[src/verilog/tscw_pkg.sv]
// Package for the terminal status control word block.
// Assumes a single 250 MHz system clock and an asynchronous active-high reset.
package tscw_pkg;

  // ----------------------------------------------------------------
  // Control word layout
  // ----------------------------------------------------------------
  localparam int unsigned CTRL_W          = 16;
  localparam int unsigned BIT_SCREEN      = 15;
  localparam int unsigned BIT_HIST_PRINT  = 5;
  localparam int unsigned BIT_RPT_PRINT   = 4;
  localparam logic [15:0] CTRL_USED_MASK  = 16'h8030;
  localparam logic [15:0] CTRL_RESET      = 16'h0000;
  localparam logic        SCREEN_RESET    = 1'b1;

  // ----------------------------------------------------------------
  // Notify word layout
  // ----------------------------------------------------------------
  localparam int unsigned BIT_NUM_STROBE  = 11;
  localparam logic [11:0] ENTRY_RESET     = 12'h000;
  localparam int unsigned DIGITS          = 3;

  // ----------------------------------------------------------------
  // Carriers
  // ----------------------------------------------------------------
  typedef struct packed {
    logic        valid;
    logic [15:0] word;
  } tscw_sample_t;

  typedef struct packed {
    logic       strobe;
    logic [11:0] entry_bcd;
  } tscw_notify_t;

endpackage

[src/verilog/tscw_bin2bcd.sv]
// Combinational binary to three-digit BCD converter.
// Assumes the input is below 1000; larger values saturate to 999.
`timescale 1ns/1ps
module tscw_bin2bcd
(
  // Value in
  input  wire logic [9:0]  bin,
  // Digits out
  output      logic [11:0] bcd
);
  import tscw_pkg::*;

  logic [9:0] sat;
  logic [3:0] hund;
  logic [3:0] tens;
  logic [3:0] ones;

  always_comb
  begin
    sat  = (bin > 10'd999) ? 10'd999 : bin;
    hund = 4'(sat / 10'd100);
    tens = 4'((sat % 10'd100) / 10'd10);
    ones = 4'(sat % 10'd10);
    bcd  = {hund, tens, ones};
  end

endmodule

[src/verilog/tscw_top.sv]
// Terminal status control word: edge-acting control bits and numeral notify.
// Assumes the shared control word arrives from the serial link logic with a
// sample strobe in this clock domain, and that a key input is a raw pin.
`timescale 1ns/1ps

// Overview of operation
// - Screen bit 0 turns backlight and screen off
// - Relight on screen bit set or key press
// - History bit rising prints history exactly once
// - Reprint history only after clear then set
// - Report bit rising reads words, prints once
// - Reprint report only after clear then set
// - Device never writes the control word back
// - Entry number written as three BCD digits
// - Strobe returns to 0 once delivered
// - No action at start-up, only on change
module tscw_top
(
  // Clock and reset
  input  wire logic                 CLK,
  input  wire logic                 RESET,
  // Control word samples from the controller memory
  input  wire tscw_pkg::tscw_sample_t CTRL_SAMPLE,
  // Operator key, raw pin
  input  wire logic                 KEY_PRESS,
  // Numeral entry event from the terminal
  input  wire logic                 NUM_SET,
  input  wire logic [9:0]           NUM_ENTRY,
  input  wire logic                 NOTIFY_DONE,
  // Display outputs
  output      logic                 BACKLIGHT_ON,
  output      logic                 SCREEN_ON,
  // Print requests, one-cycle pulses
  output      logic                 HIST_PRINT_REQ,
  output      logic                 RPT_PRINT_REQ,
  // Notify word fields
  output      tscw_pkg::tscw_notify_t NOTIFY
);
  import tscw_pkg::*;

  // ----------------------------------------------------------------
  // Key synchroniser
  // ----------------------------------------------------------------
  logic key_meta_ff;
  logic key_sync_ff;
  logic key_prev_ff;

  always_ff @(posedge CLK or posedge RESET)
  begin
    if (RESET)
    begin
      key_meta_ff <= 1'b0;
      key_sync_ff <= 1'b0;
      key_prev_ff <= 1'b0;
    end
    else
    begin
      key_meta_ff <= KEY_PRESS;
      key_sync_ff <= key_meta_ff;
      key_prev_ff <= key_sync_ff;
    end
  end

  logic key_rise;
  assign key_rise = key_sync_ff & ~key_prev_ff;

  // ----------------------------------------------------------------
  // Sample history and edge detection
  // ----------------------------------------------------------------
  // First sample only primes the copy, so start-up never acts.
  logic        primed_ff;
  logic [15:0] last_ff;

  always_ff @(posedge CLK or posedge RESET)
  begin
    if (RESET)
    begin
      primed_ff <= 1'b0;
      last_ff   <= CTRL_RESET;
    end
    else if (CTRL_SAMPLE.valid)
    begin
      primed_ff <= 1'b1;
      last_ff   <= CTRL_SAMPLE.word;
    end
  end

  logic [15:0] rise_bits;
  logic [15:0] fall_bits;
  logic        act;

  always_comb
  begin
    act       = CTRL_SAMPLE.valid & primed_ff;
    rise_bits = act ? (CTRL_SAMPLE.word & ~last_ff & CTRL_USED_MASK)
                    : 16'h0000;
    fall_bits = act ? (~CTRL_SAMPLE.word & last_ff & CTRL_USED_MASK)
                    : 16'h0000;
  end

  // ----------------------------------------------------------------
  // Screen and backlight
  // ----------------------------------------------------------------
  // The control word is input only; screen state may drift from bit 15.
  logic screen_ff;

  always_ff @(posedge CLK or posedge RESET)
  begin
    if (RESET)
      screen_ff <= SCREEN_RESET;
    else if (rise_bits[BIT_SCREEN] || key_rise)
      screen_ff <= 1'b1;
    else if (fall_bits[BIT_SCREEN])
      screen_ff <= 1'b0;
  end

  assign BACKLIGHT_ON = screen_ff;
  assign SCREEN_ON    = screen_ff;

  // ----------------------------------------------------------------
  // Print requests
  // ----------------------------------------------------------------
  logic hist_req_ff;
  logic rpt_req_ff;

  always_ff @(posedge CLK or posedge RESET)
  begin
    if (RESET)
    begin
      hist_req_ff <= 1'b0;
      rpt_req_ff  <= 1'b0;
    end
    else
    begin
      hist_req_ff <= rise_bits[BIT_HIST_PRINT];
      rpt_req_ff  <= rise_bits[BIT_RPT_PRINT];
    end
  end

  assign HIST_PRINT_REQ = hist_req_ff;
  assign RPT_PRINT_REQ  = rpt_req_ff;

  // ----------------------------------------------------------------
  // Numeral entry notify
  // ----------------------------------------------------------------
  logic [11:0] entry_bcd;
  logic        strobe_ff;
  logic [11:0] entry_ff;

  tscw_bin2bcd u_bcd
  (
    .bin (NUM_ENTRY),
    .bcd (entry_bcd)
  );

  // A new entry wins over a delivery clear in the same cycle.
  always_ff @(posedge CLK or posedge RESET)
  begin
    if (RESET)
    begin
      strobe_ff <= 1'b0;
      entry_ff  <= ENTRY_RESET;
    end
    else if (NUM_SET)
    begin
      strobe_ff <= 1'b1;
      entry_ff  <= entry_bcd;
    end
    else if (NOTIFY_DONE)
      strobe_ff <= 1'b0;
  end

  assign NOTIFY.strobe    = strobe_ff;
  assign NOTIFY.entry_bcd = entry_ff;
endmodule

[config.mk]
export PLATFORM = sky130hd
export DESIGN_NAME = tscw_top
export DESIGN_NICKNAME = d
export VERILOG_FILES = /design/src/verilog/tscw_pkg.sv /design/src/verilog/tscw_bin2bcd.sv /design/src/verilog/tscw_top.sv
export SDC_FILE = /design/constraint.sdc
export NUM_CORES = 1
export LEC_CHECK = 0
export ABC_AREA = 0
export BUFFER_PORTS_ARGS = -buffer_cell sky130_fd_sc_hd__buf_2
export CAP_MARGIN = 5
export CORE_MARGIN = 2
export CORE_UTILIZATION = 45
export DETAILED_ROUTE_END_ITERATION = 10
export GPL_TIMING_DRIVEN = 1
export PLACE_DENSITY = 0.65
export SYNTH_ARGS = -nofsm -noshare
export SYNTH_HDL_FRONTEND = slang
export SYNTH_SLANG_ARGS = --single-unit
export TNS_END_PERCENT = 50
[constraint.sdc]
create_clock -name CLK -period 1.43 [get_ports CLK]
set_input_delay 0.3575 -clock CLK [delete_from_list [all_inputs] [get_ports CLK]]
set_output_delay 0.3575 -clock CLK [all_outputs]
set_load 0.02 [all_outputs]
==> out/results.txt, run 1 <==
status - complete, but fails checks
violated checks - negative setup slack
R2R Setup Slk - 0.45 ns
1st-pass router iterations - 5
fin nets - 641
clock power share - 7.1%
Syn Inst Count - 420
Reg clk slew, reported paths - 0.09 ns
ratio of cells with drive above 1 in the final layout - 54.17%
Seq/Total Area, Yosys - 17.75%
syn_nets - 460
routed length on met2 - 6451 microns
final wirelength - 12780 microns
Pwr per Cell Area - 1068 mW/mm^2
worst vdd ir - 0.001191 V
DRC violations left - 0
Final WS setup - -2.995 ns
Final Total Pwr - 5.816 mW
filler instances - 443
final hold vios - 0
critical path class - primary input to register
clock sink total - 23
crit path from - NUM_ENTRY[7]
Die H - 88.98 microns
antenna violations before repair - 0
top-area cell type share of the netlist area - 16.94%
synth-to-layout area growth - 67.62%
die extent in x - 88.98 microns
antenna viol nets, final - 0
largest registers - entry_ff: 12 flops, last_ff: 3 flops
core area - 0.006907 sq mm
R2R depth - 2
period utilisation layout - 309.4%
most frequent cells in the layout - buf_4, nor2_1, nand2_1
max cap viols - 0
Ys Warns - 0
TritonCTS Buffers - 3
insertion delay to the later sink of the worst-skew pair - 0.27 ns
Clock Path Buffers - 2
Max Slew Vio Count - 0
worst clock skew - 0.005892 ns
total net switching power - 2.626 mW
Via-to-Cell Ratio - 6.045
global-route wire length before repair - 18260 microns
CP max stage delay - 0.46 ns
Comb pwr share - 78.0%
Setup-failing EPs final - 10
DP HPWL - 8017 microns
Initial Util - 47.05%
number of synthesized flops with an enable pin - 0
CTS tree - yes
dominant synthesized flop cell - dfrtp_1
die area - 0.007917 sq mm
Top Metal Used - met4
Pleak - 2.343 nW
minimum clock period - 4.425 ns
Pint - 3.190 mW
vias - 4207
Place WS - -3.276 ns
Async SR Flop Fraction - 100.0%
RSZ-0062 raised after global routing - true
Finished Core Util - 78.86%
relative slew slack - 65.84%
htree depth - 1
crit start category - primary input
PortBufs - 35
post-DR wirelength/cell - 18.36 microns
fmax - 226.0 MHz
#FFs+latches synth - 23
CP Capture Type - register
site row count - 30
Worst-Margin Slew - 0.5077 ns
Total GRT Usage - 28.74%
Critical Path End - entry_ff[4]
RePlAce Congestion - 0.9290
crit path max fanout - 8
grt ovf - 0
critical path cell sequence - buf_8 > buf_6 > buf_6 > or3_4 > a211oi_4 > nor3_4 > o41ai_4 > o21a_2 > xnor2_4 > inv_2 > ha_2 > and2_4 > a2111o_1 > nand2_4 > mux2_4 > and3_1 > a211oi_1 > nor2_1 > a2111oi_2 > a2111oi_2
1st-iter DRT viols - 199
IO Pins - 49
most common cell after layout, fill and taps aside - buf_4
post-synthesis cell type count - 85
post-synth top area cell - dfrtp_1
CP required - 1.57 ns
Mapped Area - 0.003249 sq mm
largest net degree at the start of global routing - 24
Hold Buf Count CTS - 0
worst min path class - primary input to asynchronous set/reset pin
crit path max-delay cell type - a2111o_1
detailed-routing wirelength on met1 - 5130 microns
Top reg by flops - entry_ff
clock root buffer - clkbuf_8
R2R Path Start - primed_ff
switching share of power - 45.15%
setup TNS - -21.19 ns
diode count - 0
R2R Path End - HIST_PRINT_REQ
vias in the first global route - 3984
max reg flops - 12
Flop pwr share - 14.9%
Worst EP arrival - 4.56 ns
DR WL met3 - 798 microns
Synth area leaders - dfrtp_1, nor2_1, nand2_1
Avg Cell Area, Syn - 7.737 sq um
## cell usage after synthesis (5+ instances only)
master,number
nor2_1,39
nand2_1,36
a21oi_1,26
o21ai_0,24
dfrtp_1,22
inv_1,16
nand3_1,15
clkbuf_1,13
nor3_1,12
xnor2_1,12
mux2i_1,10
a211oi_1,8
and2_1,8
and3_1,8
ha_1,8
o21a_1,8
or2_2,8
a31oi_1,7
buf_2,7
a21o_1,6
o31ai_1,6
nand2b_1,5
or3_1,5
## final cells by class
cell class	instances	area, sq um	share of cell area [%]
sequential	23	576.8	10.59
multi-input combinational	356	3073	56.42
clock inverter	1	5.005	0.09189
clock buffer	3	41.29	0.7581
tap	96	120.1	2.205
timing repair buffer	201	1550	28.46
inverter	16	80.08	1.470
## metal layers
metal | track usage (%) | vias up
li1 | - | 1952
met1 | 36.86 | 2011
met2 | 52.99 | 198
met3 | 2.031 | 46
met4 | 6.242 | 0
met5 | 0 | -
## through the flow
step	instances	instance area (sq um)	hold WS, ns
after floorplan	420	3465	0.3312
after global placement	663	4607	0.3446
after detailed placement	663	4607	0.3466
after CTS	686	5107	0.1174
after global routing	696	5446	0.1604
final	696	5446	0.1099
## how the worst min path moves through the flow
stage	slack (ns)	startpoint	endpoint	cells after the start
2_1_floorplan	0.33	key_meta_ff	key_sync_ff	0
3_3_place_gp	0.34	key_meta_ff	key_sync_ff	0
3_5_place_dp	0.35	key_meta_ff	key_sync_ff	0
4_1_cts	0.12	RESET	entry_ff[5]	3
5_1_grt	0.16	RESET	key_meta_ff	3
6_report	0.11	RESET	key_meta_ff	3
## what timing repair did
action                     CTS  global route
pin swaps                   53            51
cloned                       1             0
setup endpoints to repair   12            12
resized for setup           73            49
setup buffers               18            10
## critical path, delay by kind of cell
kind | cells | cell delay, ns
mux | 1 | 0.36
simple gates | 6 | 1.02
buf+inv | 4 | 0.41
xor+xnor | 1 | 0.13
compound gates | 7 | 2.08
fa+ha+maj | 1 | 0.18
## power by group through the flow
| stage | clock (mW) | combinational (mW) | sequential [mW] |
|---|---|---|---|
| 2_1_floorplan | 0 | 2.04 | 0.995 |
| 3_3_place_gp | 0 | 3.36 | 0.864 |
| 3_5_place_dp | 0 | 3.43 | 0.863 |
| 4_1_cts | 0.417 | 3.85 | 0.853 |
| 5_1_grt | 0.441 | 4.80 | 0.877 |
| 6_report | 0.412 | 4.54 | 0.865 |
## cell families after synthesis
logic type	share of synthesized area, %
adder cells (fa/ha/maj)	4.313
multiplexers	5.776
buffers and inverters	5.930
XOR/XNOR	3.774
flip-flops	17.75
AND/OR/NAND/NOR	25.53
AO/OA/AOI/OAI	36.93
Note: power is estimated with default switching activity, not from simulation.
==> run 2, diff against run 1 <==
--- a/config.mk
+++ b/config.mk
@@ -12,7 +12,7 @@
 export CORE_UTILIZATION = 45
 export DETAILED_ROUTE_END_ITERATION = 10
 export GPL_TIMING_DRIVEN = 1
-export PLACE_DENSITY = 0.65
+export PLACE_DENSITY = 0.73
 export SYNTH_ARGS = -nofsm -noshare
 export SYNTH_HDL_FRONTEND = slang
 export SYNTH_SLANG_ARGS = --single-unit
==> run 2 against run 1 <==
The flow still finishes with violations (negative setup slack). Via count increased by 9.3%. Combinational power increased by 5.5%. Sequential cell count stayed put. Critical path type unchanged. Largest cell class unchanged. Largest power group unchanged.
==> out/results.txt, run 2 (same netlist as run 1, synthesis figures left out) <==
status - complete, but fails checks (unchanged)
violated checks - negative setup slack (unchanged)
Setup-failing EPs final - 11 (was 10)
crit start category - primary input (unchanged)
IO Pins - 49 (unchanged)
fmax - 225.4 MHz (was 226.0 MHz)
antenna violations before repair - 0 (unchanged)
worst vdd ir - 0.001139 V (was 0.001191 V)
diode count - 0 (unchanged)
Worst EP arrival - 4.62 ns (was 4.56 ns)
Reg clk slew, reported paths - 0.10 ns (was 0.09 ns)
CP Capture Type - register (unchanged)
vias - 4597 (was 4207)
Pwr per Cell Area - 1090 mW/mm^2 (was 1068 mW/mm^2)
synth-to-layout area growth - 72.24% (was 67.62%)
core area - 0.006907 sq mm (unchanged)
Via-to-Cell Ratio - 6.493 (was 6.045)
1st-pass router iterations - 5 (unchanged)
post-DR wirelength/cell - 21.33 microns (was 18.36 microns)
worst clock skew - 0.01484 ns (was 0.005892 ns)
global-route wire length before repair - 19860 microns (was 18260 microns)
final wirelength - 15100 microns (was 12780 microns)
Max Slew Vio Count - 0 (unchanged)
minimum clock period - 4.437 ns (was 4.425 ns)
placed instance count - 661 (was 663)
Initial Util - 47.05% (unchanged)
1st-iter DRT viols - 394 (was 199)
htree depth - 1 (unchanged)
non-filler cells, final - 708 (was 696)
insertion delay to the later sink of the worst-skew pair - 0.29 ns (was 0.27 ns)
DP Area - 0.004592 sq mm (was 0.004607 sq mm)
R2R Setup Slk - 0.38 ns (was 0.45 ns)
clock sink total - 23 (unchanged)
CP required - 1.61 ns (was 1.57 ns)
vias in the first global route - 4330 (was 3984)
Top reg by flops - entry_ff (unchanged)
Final Instance Area - 0.005597 sq mm (was 0.005446 sq mm)
Pleak - 2.432 nW (was 2.343 nW)
Die H - 88.98 microns (unchanged)
site row count - 30 (unchanged)
PortBufs - 35 (unchanged)
period utilisation layout - 310.2% (was 309.4%)
die extent in x - 88.98 microns (unchanged)
CTS tree - yes (unchanged)
antenna viol nets, final - 0 (unchanged)
die area - 0.007917 sq mm (unchanged)
grt ovf - 0 (unchanged)
TritonCTS Buffers - 3 (unchanged)
fin nets - 653 (was 641)
DP HPWL - 8095 microns (was 8017 microns)
DRC violations left - 0 (unchanged)
largest net degree at the start of global routing - 24 (unchanged)
max reg flops - 12 (unchanged)
Worst-Margin Slew - 0.5444 ns (was 0.5077 ns)
Clock Path Buffers - 2 (unchanged)
relative slew slack - 63.41% (was 65.84%)
final hold vios - 0 (unchanged)
RSZ-0062 raised after global routing - true (unchanged)
largest registers - entry_ff: 12 flops, last_ff: 3 flops (unchanged)
max cap viols - 0 (unchanged)
worst min path class - primary input to asynchronous set/reset pin (unchanged)
crit path max fanout - 6 (was 8)
ratio of cells with drive above 1 in the final layout - 56.70% (was 54.17%)
most frequent cells in the layout - buf_4, nor2_1, nand2_1 (unchanged)
Final WS setup - -3.007 ns (was -2.995 ns)
clock root buffer - clkbuf_8 (unchanged)
RePlAce Congestion - 0.9540 (was 0.9290)
critical path class - primary input to register (unchanged)
most common cell after layout, fill and taps aside - buf_4 (unchanged)
Total GRT Usage - 31.42% (was 28.74%)
-- run 2: layer usage --
| metal | vias up | share of wire (%) | wire length [microns] | track usage (%) |
|---|---|---|---|---|
| li1 | 1988 | - | - | - |
| met1 | 2189 | 35 | 5344 | 34.34 |
| met2 | 331 | 51 | 7664 | 59.57 |
| met3 | 89 | 8.0 | 1213 | 4.801 |
| met4 | 0 | 5.8 | 877 | 13.84 |
| met5 | - | 0 | 0 | 0 |
-- run 2: path summary, 6_finish.rpt --
| kind | from | to | depth (start not counted) |
|---|---|---|---|
| min | RESET | entry_ff[8] | 3 |
| min reg2reg | key_meta_ff | key_sync_ff | 0 |
| max in group asynchronous | RESET | BACKLIGHT_ON | 3 |
| max | NUM_ENTRY[0] | entry_ff[4] | 23 |
| max reg2reg | primed_ff | BACKLIGHT_ON | 4 |
| min in group CLK | KEY_PRESS | key_meta_ff | 1 |
-- run 2: what timing repair did --
item                                    in CTS  in global routing
resized for setup                           78                 60
endpoints found under the setup margin      12                 12
cloned                                       1                  0
setup buffers                               27                 16
hold endpoints to repair                     0                  0
hold buffers                                 0                  0
pin swaps                                   54                 41
-- run 2: power by group --
group / total [mW] / internal [mW] / switching (mW)
combinational: 4.79 / 2.28 / 2.51
sequential: 0.870 / 0.781 / 0.0894
clock: 0.439 / 0.196 / 0.243
total: 6.10 / 3.26 / 2.84
-- run 2: area by class of cell --
| type | instances | area (sq um) |
|---|---|---|
| Multi-Input combinational cell | 356 | 3161 |
| Inverter | 16 | 72.57 |
| Sequential cell | 23 | 576.8 |
| Clock inverter | 1 | 5.005 |
| Clock buffer | 3 | 41.29 |
| Timing Repair Buffer | 213 | 1620 |
| Tap cell | 96 | 120.1 |
| Fill cell | 369 | 1310 |
-- run 2: through the flow --
stage               total power, mW  TNS, ns  hold WS [ns]  util [%]  worst slack, ns
global route                  6.350   -22.68        0.1634     81.03           -3.175
detailed placement            4.249   -25.70        0.3418     66.49           -3.248
global placement              4.137   -24.64        0.3469     66.49           -3.092
floorplan                     3.036   -24.61        0.3312         -           -3.265
CTS                           5.167   -19.87        0.1426     75.00           -2.763
finish                        6.100   -21.53        0.1302     81.03           -3.007
-- run 2: worst max-delay path, cell delays in order --
cell	delay (ns)
buf_2	0.12
buf_4	0.15
nor3_1	0.22
buf_4	0.22
nand4_1	0.18
a32oi_4	0.29
mux2i_2	0.26
o21a_2	0.23
xnor2_4	0.09
inv_2	0.09
ha_4	0.15
nand2_1	0.10
and3_4	0.21
a221oi_4	0.24
buf_4	0.18
nand4_4	0.13
buf_6	0.15
and3_4	0.19
buf_6	0.15
o31ai_2	0.40
a2bb2oi_4	0.22
a2111oi_4	0.07
a2111oi_2	0.22
==> run 3, diff against run 2 <==
--- a/config.mk
+++ b/config.mk
@@ -12,7 +12,7 @@
 export CORE_UTILIZATION = 45
 export DETAILED_ROUTE_END_ITERATION = 10
 export GPL_TIMING_DRIVEN = 1
-export PLACE_DENSITY = 0.73
+export PLACE_DENSITY = 0.65
 export SYNTH_ARGS = -nofsm -noshare
 export SYNTH_HDL_FRONTEND = slang
 export SYNTH_SLANG_ARGS = --single-unit
==> constraint.sdc (replaced) <==
create_clock -name CLK -period 4.3 [get_ports CLK]
set_input_delay 1.075 -clock CLK [delete_from_list [all_inputs] [get_ports CLK]]
set_output_delay 1.075 -clock CLK [all_outputs]
set_load 0.02 [all_outputs]
==> run 3 against run 2 <==
The flow still finishes with violations (negative setup slack). Utilization fell by 7.0 points. Critical path depth fell by 2. Combinational power fell by 71%. Wire length fell by 25%. Largest cell class unchanged.
==> out/results.txt, run 3 (same netlist as run 1, synthesis figures left out) <==
status - complete, but fails checks (unchanged)
violated checks - negative setup slack (unchanged)
core area - 0.006907 sq mm (unchanged)
worst min path class - register to register (was primary input to asynchronous set/reset pin)
DRC violations left - 0 (unchanged)
RSZ-0062 raised after global routing - true (unchanged)
CP Capture Type - register (unchanged)
worst vdd ir - 0.0004554 V (was 0.001139 V)
site row count - 30 (unchanged)
IO Pins - 49 (unchanged)
antenna viol nets, final - 0 (unchanged)
insertion delay to the later sink of the worst-skew pair - 0.26 ns (was 0.29 ns)
global-route wire length before repair - 18130 microns (was 19860 microns)
Finished Core Util - 74.08% (was 81.03%)
Setup-failing EPs final - 7 (was 11)
Place WS - -1.113 ns (was -3.248 ns)
antenna violations before repair - 0 (unchanged)
final hold vios - 0 (unchanged)
Via-to-Cell Ratio - 6.001 (was 6.493)
period utilisation layout - 115.5%
clock root buffer - clkbuf_8 (unchanged)
post-DR wirelength/cell - 16.65 microns (was 21.33 microns)
vias - 4093 (was 4597)
most frequent cells in the layout - buf_4, nor2_1, nand2_1 (unchanged)
relative slew slack - 40.95% (was 63.41%)
DP HPWL - 8088 microns (was 8095 microns)
R2R Path End - BACKLIGHT_ON (unchanged)
crit path from - NUM_ENTRY[3] (was NUM_ENTRY[0])
routing usage on met2 - 51.97% (was 59.57%)
clock sink total - 23 (unchanged)
Clock Path Buffers - 2 (unchanged)
R2R Setup Slk - 3.34 ns (was 0.38 ns)
vias in the first global route - 3990 (was 4330)
Worst EP arrival - 5.10 ns (was 4.62 ns)
grt met1 use - 34.72% (was 34.34%)
Max Slew Vio Count - 0 (unchanged)
ratio of cells with drive above 1 in the final layout - 50.00% (was 56.70%)
crit start category - primary input (unchanged)
fin nets - 627 (was 653)
largest registers - entry_ff: 12 flops, last_ff: 3 flops (unchanged)
grt ovf - 0 (unchanged)
Reg clk slew, reported paths - 0.08 ns (was 0.10 ns)
Total GRT Usage - 28.34% (was 31.42%)
worst clock skew - 0.003188 ns (was 0.01484 ns)
final wirelength - 11360 microns (was 15100 microns)
met3 Use GR - 3.416% (was 4.801%)
critical path class - primary input to register (unchanged)
CTS tree - yes (unchanged)
grt peak-use layer - met2 (unchanged)
Hold Buf Count CTS - 0 (unchanged)
most common cell after layout, fill and taps aside - buf_4 (unchanged)
TritonCTS Buffers - 3 (unchanged)
fmax - 201.4 MHz
Worst-Margin Slew - 0.8847 ns (was 0.5444 ns)
minimum clock period - 4.965 ns
Final Instance Area - 0.005116 sq mm (was 0.005597 sq mm)
htree depth - 1 (unchanged)
DP Area - 0.004577 sq mm (was 0.004592 sq mm)
RePlAce Congestion - 0.9163 (was 0.9540)
Die H - 88.98 microns (unchanged)
max reg flops - 12 (unchanged)
Initial Util - 47.05% (unchanged)
max cap viols - 0 (unchanged)
Pwr per Cell Area - 350.7 mW/mm^2 (was 1090 mW/mm^2)
Top reg by flops - entry_ff (unchanged)
1st-iter DRT viols - 169 (was 394)
Critical Path End - entry_ff[4] (unchanged)
Final WS setup - -0.6646 ns (was -3.007 ns)
synth-to-layout area growth - 57.45% (was 72.24%)
CP required - 4.43 ns (was 1.61 ns)
R2R Path Start - BACKLIGHT_ON (was primed_ff)
Pleak - 2.224 nW (was 2.432 nW)
PortBufs - 35 (unchanged)
1st-pass router iterations - 4 (was 5)
diode count - 0 (unchanged)
die area - 0.007917 sq mm (unchanged)
die extent in x - 88.98 microns (unchanged)
R2R depth - 3 (was 4)
crit path max fanout - 5 (was 6)
largest net degree at the start of global routing - 24 (unchanged)
## run 3: cell types whose count changed in the layout (fill, tap and decap cells not counted), moves of 3 or more
cell and change:
nand3_2 -3, nand3_1 +3, a21oi_2 -3, o21ai_0 +8, buf_4 -20, a21oi_1 +3, buf_6 -8, nor4_1 +3
o21ai_1 -7, buf_2 +3
## run 3: worst min path at each step
stage | start | endpoint | slack, ns | cells past startpoint
after floorplan | key_meta_ff | key_sync_ff | 0.33 | 0
after global placement | key_meta_ff | key_sync_ff | 0.35 | 0
after detailed placement | key_meta_ff | key_sync_ff | 0.34 | 0
after CTS | key_meta_ff | key_sync_ff | 0.37 | 0
after global routing | key_meta_ff | key_sync_ff | 0.38 | 0
final | key_meta_ff | key_sync_ff | 0.37 | 0
## run 3: critical path, stage by stage
cell and delay [ns]:
buf_2 0.12, or4_4 0.56, o211ai_4 0.24, nand3_2 0.15, o41ai_4 0.36, o21a_2 0.23, xnor2_4 0.13, inv_2 0.08
ha_4 0.16, nor2_1 0.11, a21oi_2 0.08, a211oi_2 0.23, buf_4 0.19, nand4b_1 0.12, o31a_1 0.21, buf_4 0.19
nor2_4 0.06, nor2_1 0.24, a2bb2oi_2 0.14, a2111oi_4 0.35, a2111oi_4 0.05
## run 3: repair_timing
action,CTS,global route
setup buffers,17,2
pin swaps,43,23
cloned,1,0
gates resized for setup,59,18
setup endpoints to repair,7,7
## run 3: report_power, final
group	internal [mW]	leakage [nW]	switching, mW
Sequential	0.260	0.267	0.0252
Clock	0.0655	0.0217	0.0699
Combinational	0.661	1.93	0.712
Total	0.987	2.22	0.808
## run 3: stage by stage
stage / power (mW) / setup TNS [ns] / hold slack [ns] / cells
finish: 1.794 / -3.141 / 0.3689 / 682
global route: 1.912 / -4.710 / 0.3804 / 682
CTS: 1.692 / -2.926 / 0.3704 / 680
detailed placement: 1.413 / -6.355 / 0.3418 / 659
global placement: 1.381 / -5.846 / 0.3461 / 659
floorplan: 1.010 / -5.705 / 0.3312 / 420
## run 3: final cells by class
class,count,area [sq um]
clock inverters,1,7.507
clock buffers,3,41.29
inverters,16,72.57
fillers,524,1790
flip-flops and latches,23,576.8
well taps,96,120.1
multi-input cells,356,2923
repair buffers,187,1375
## run 3: per-layer routing
metal	vias up	share of wire (%)
met1	2001	42
met5	-	0
li1	1927	-
met4	0	2.2
met3	26	4.6
met2	139	51
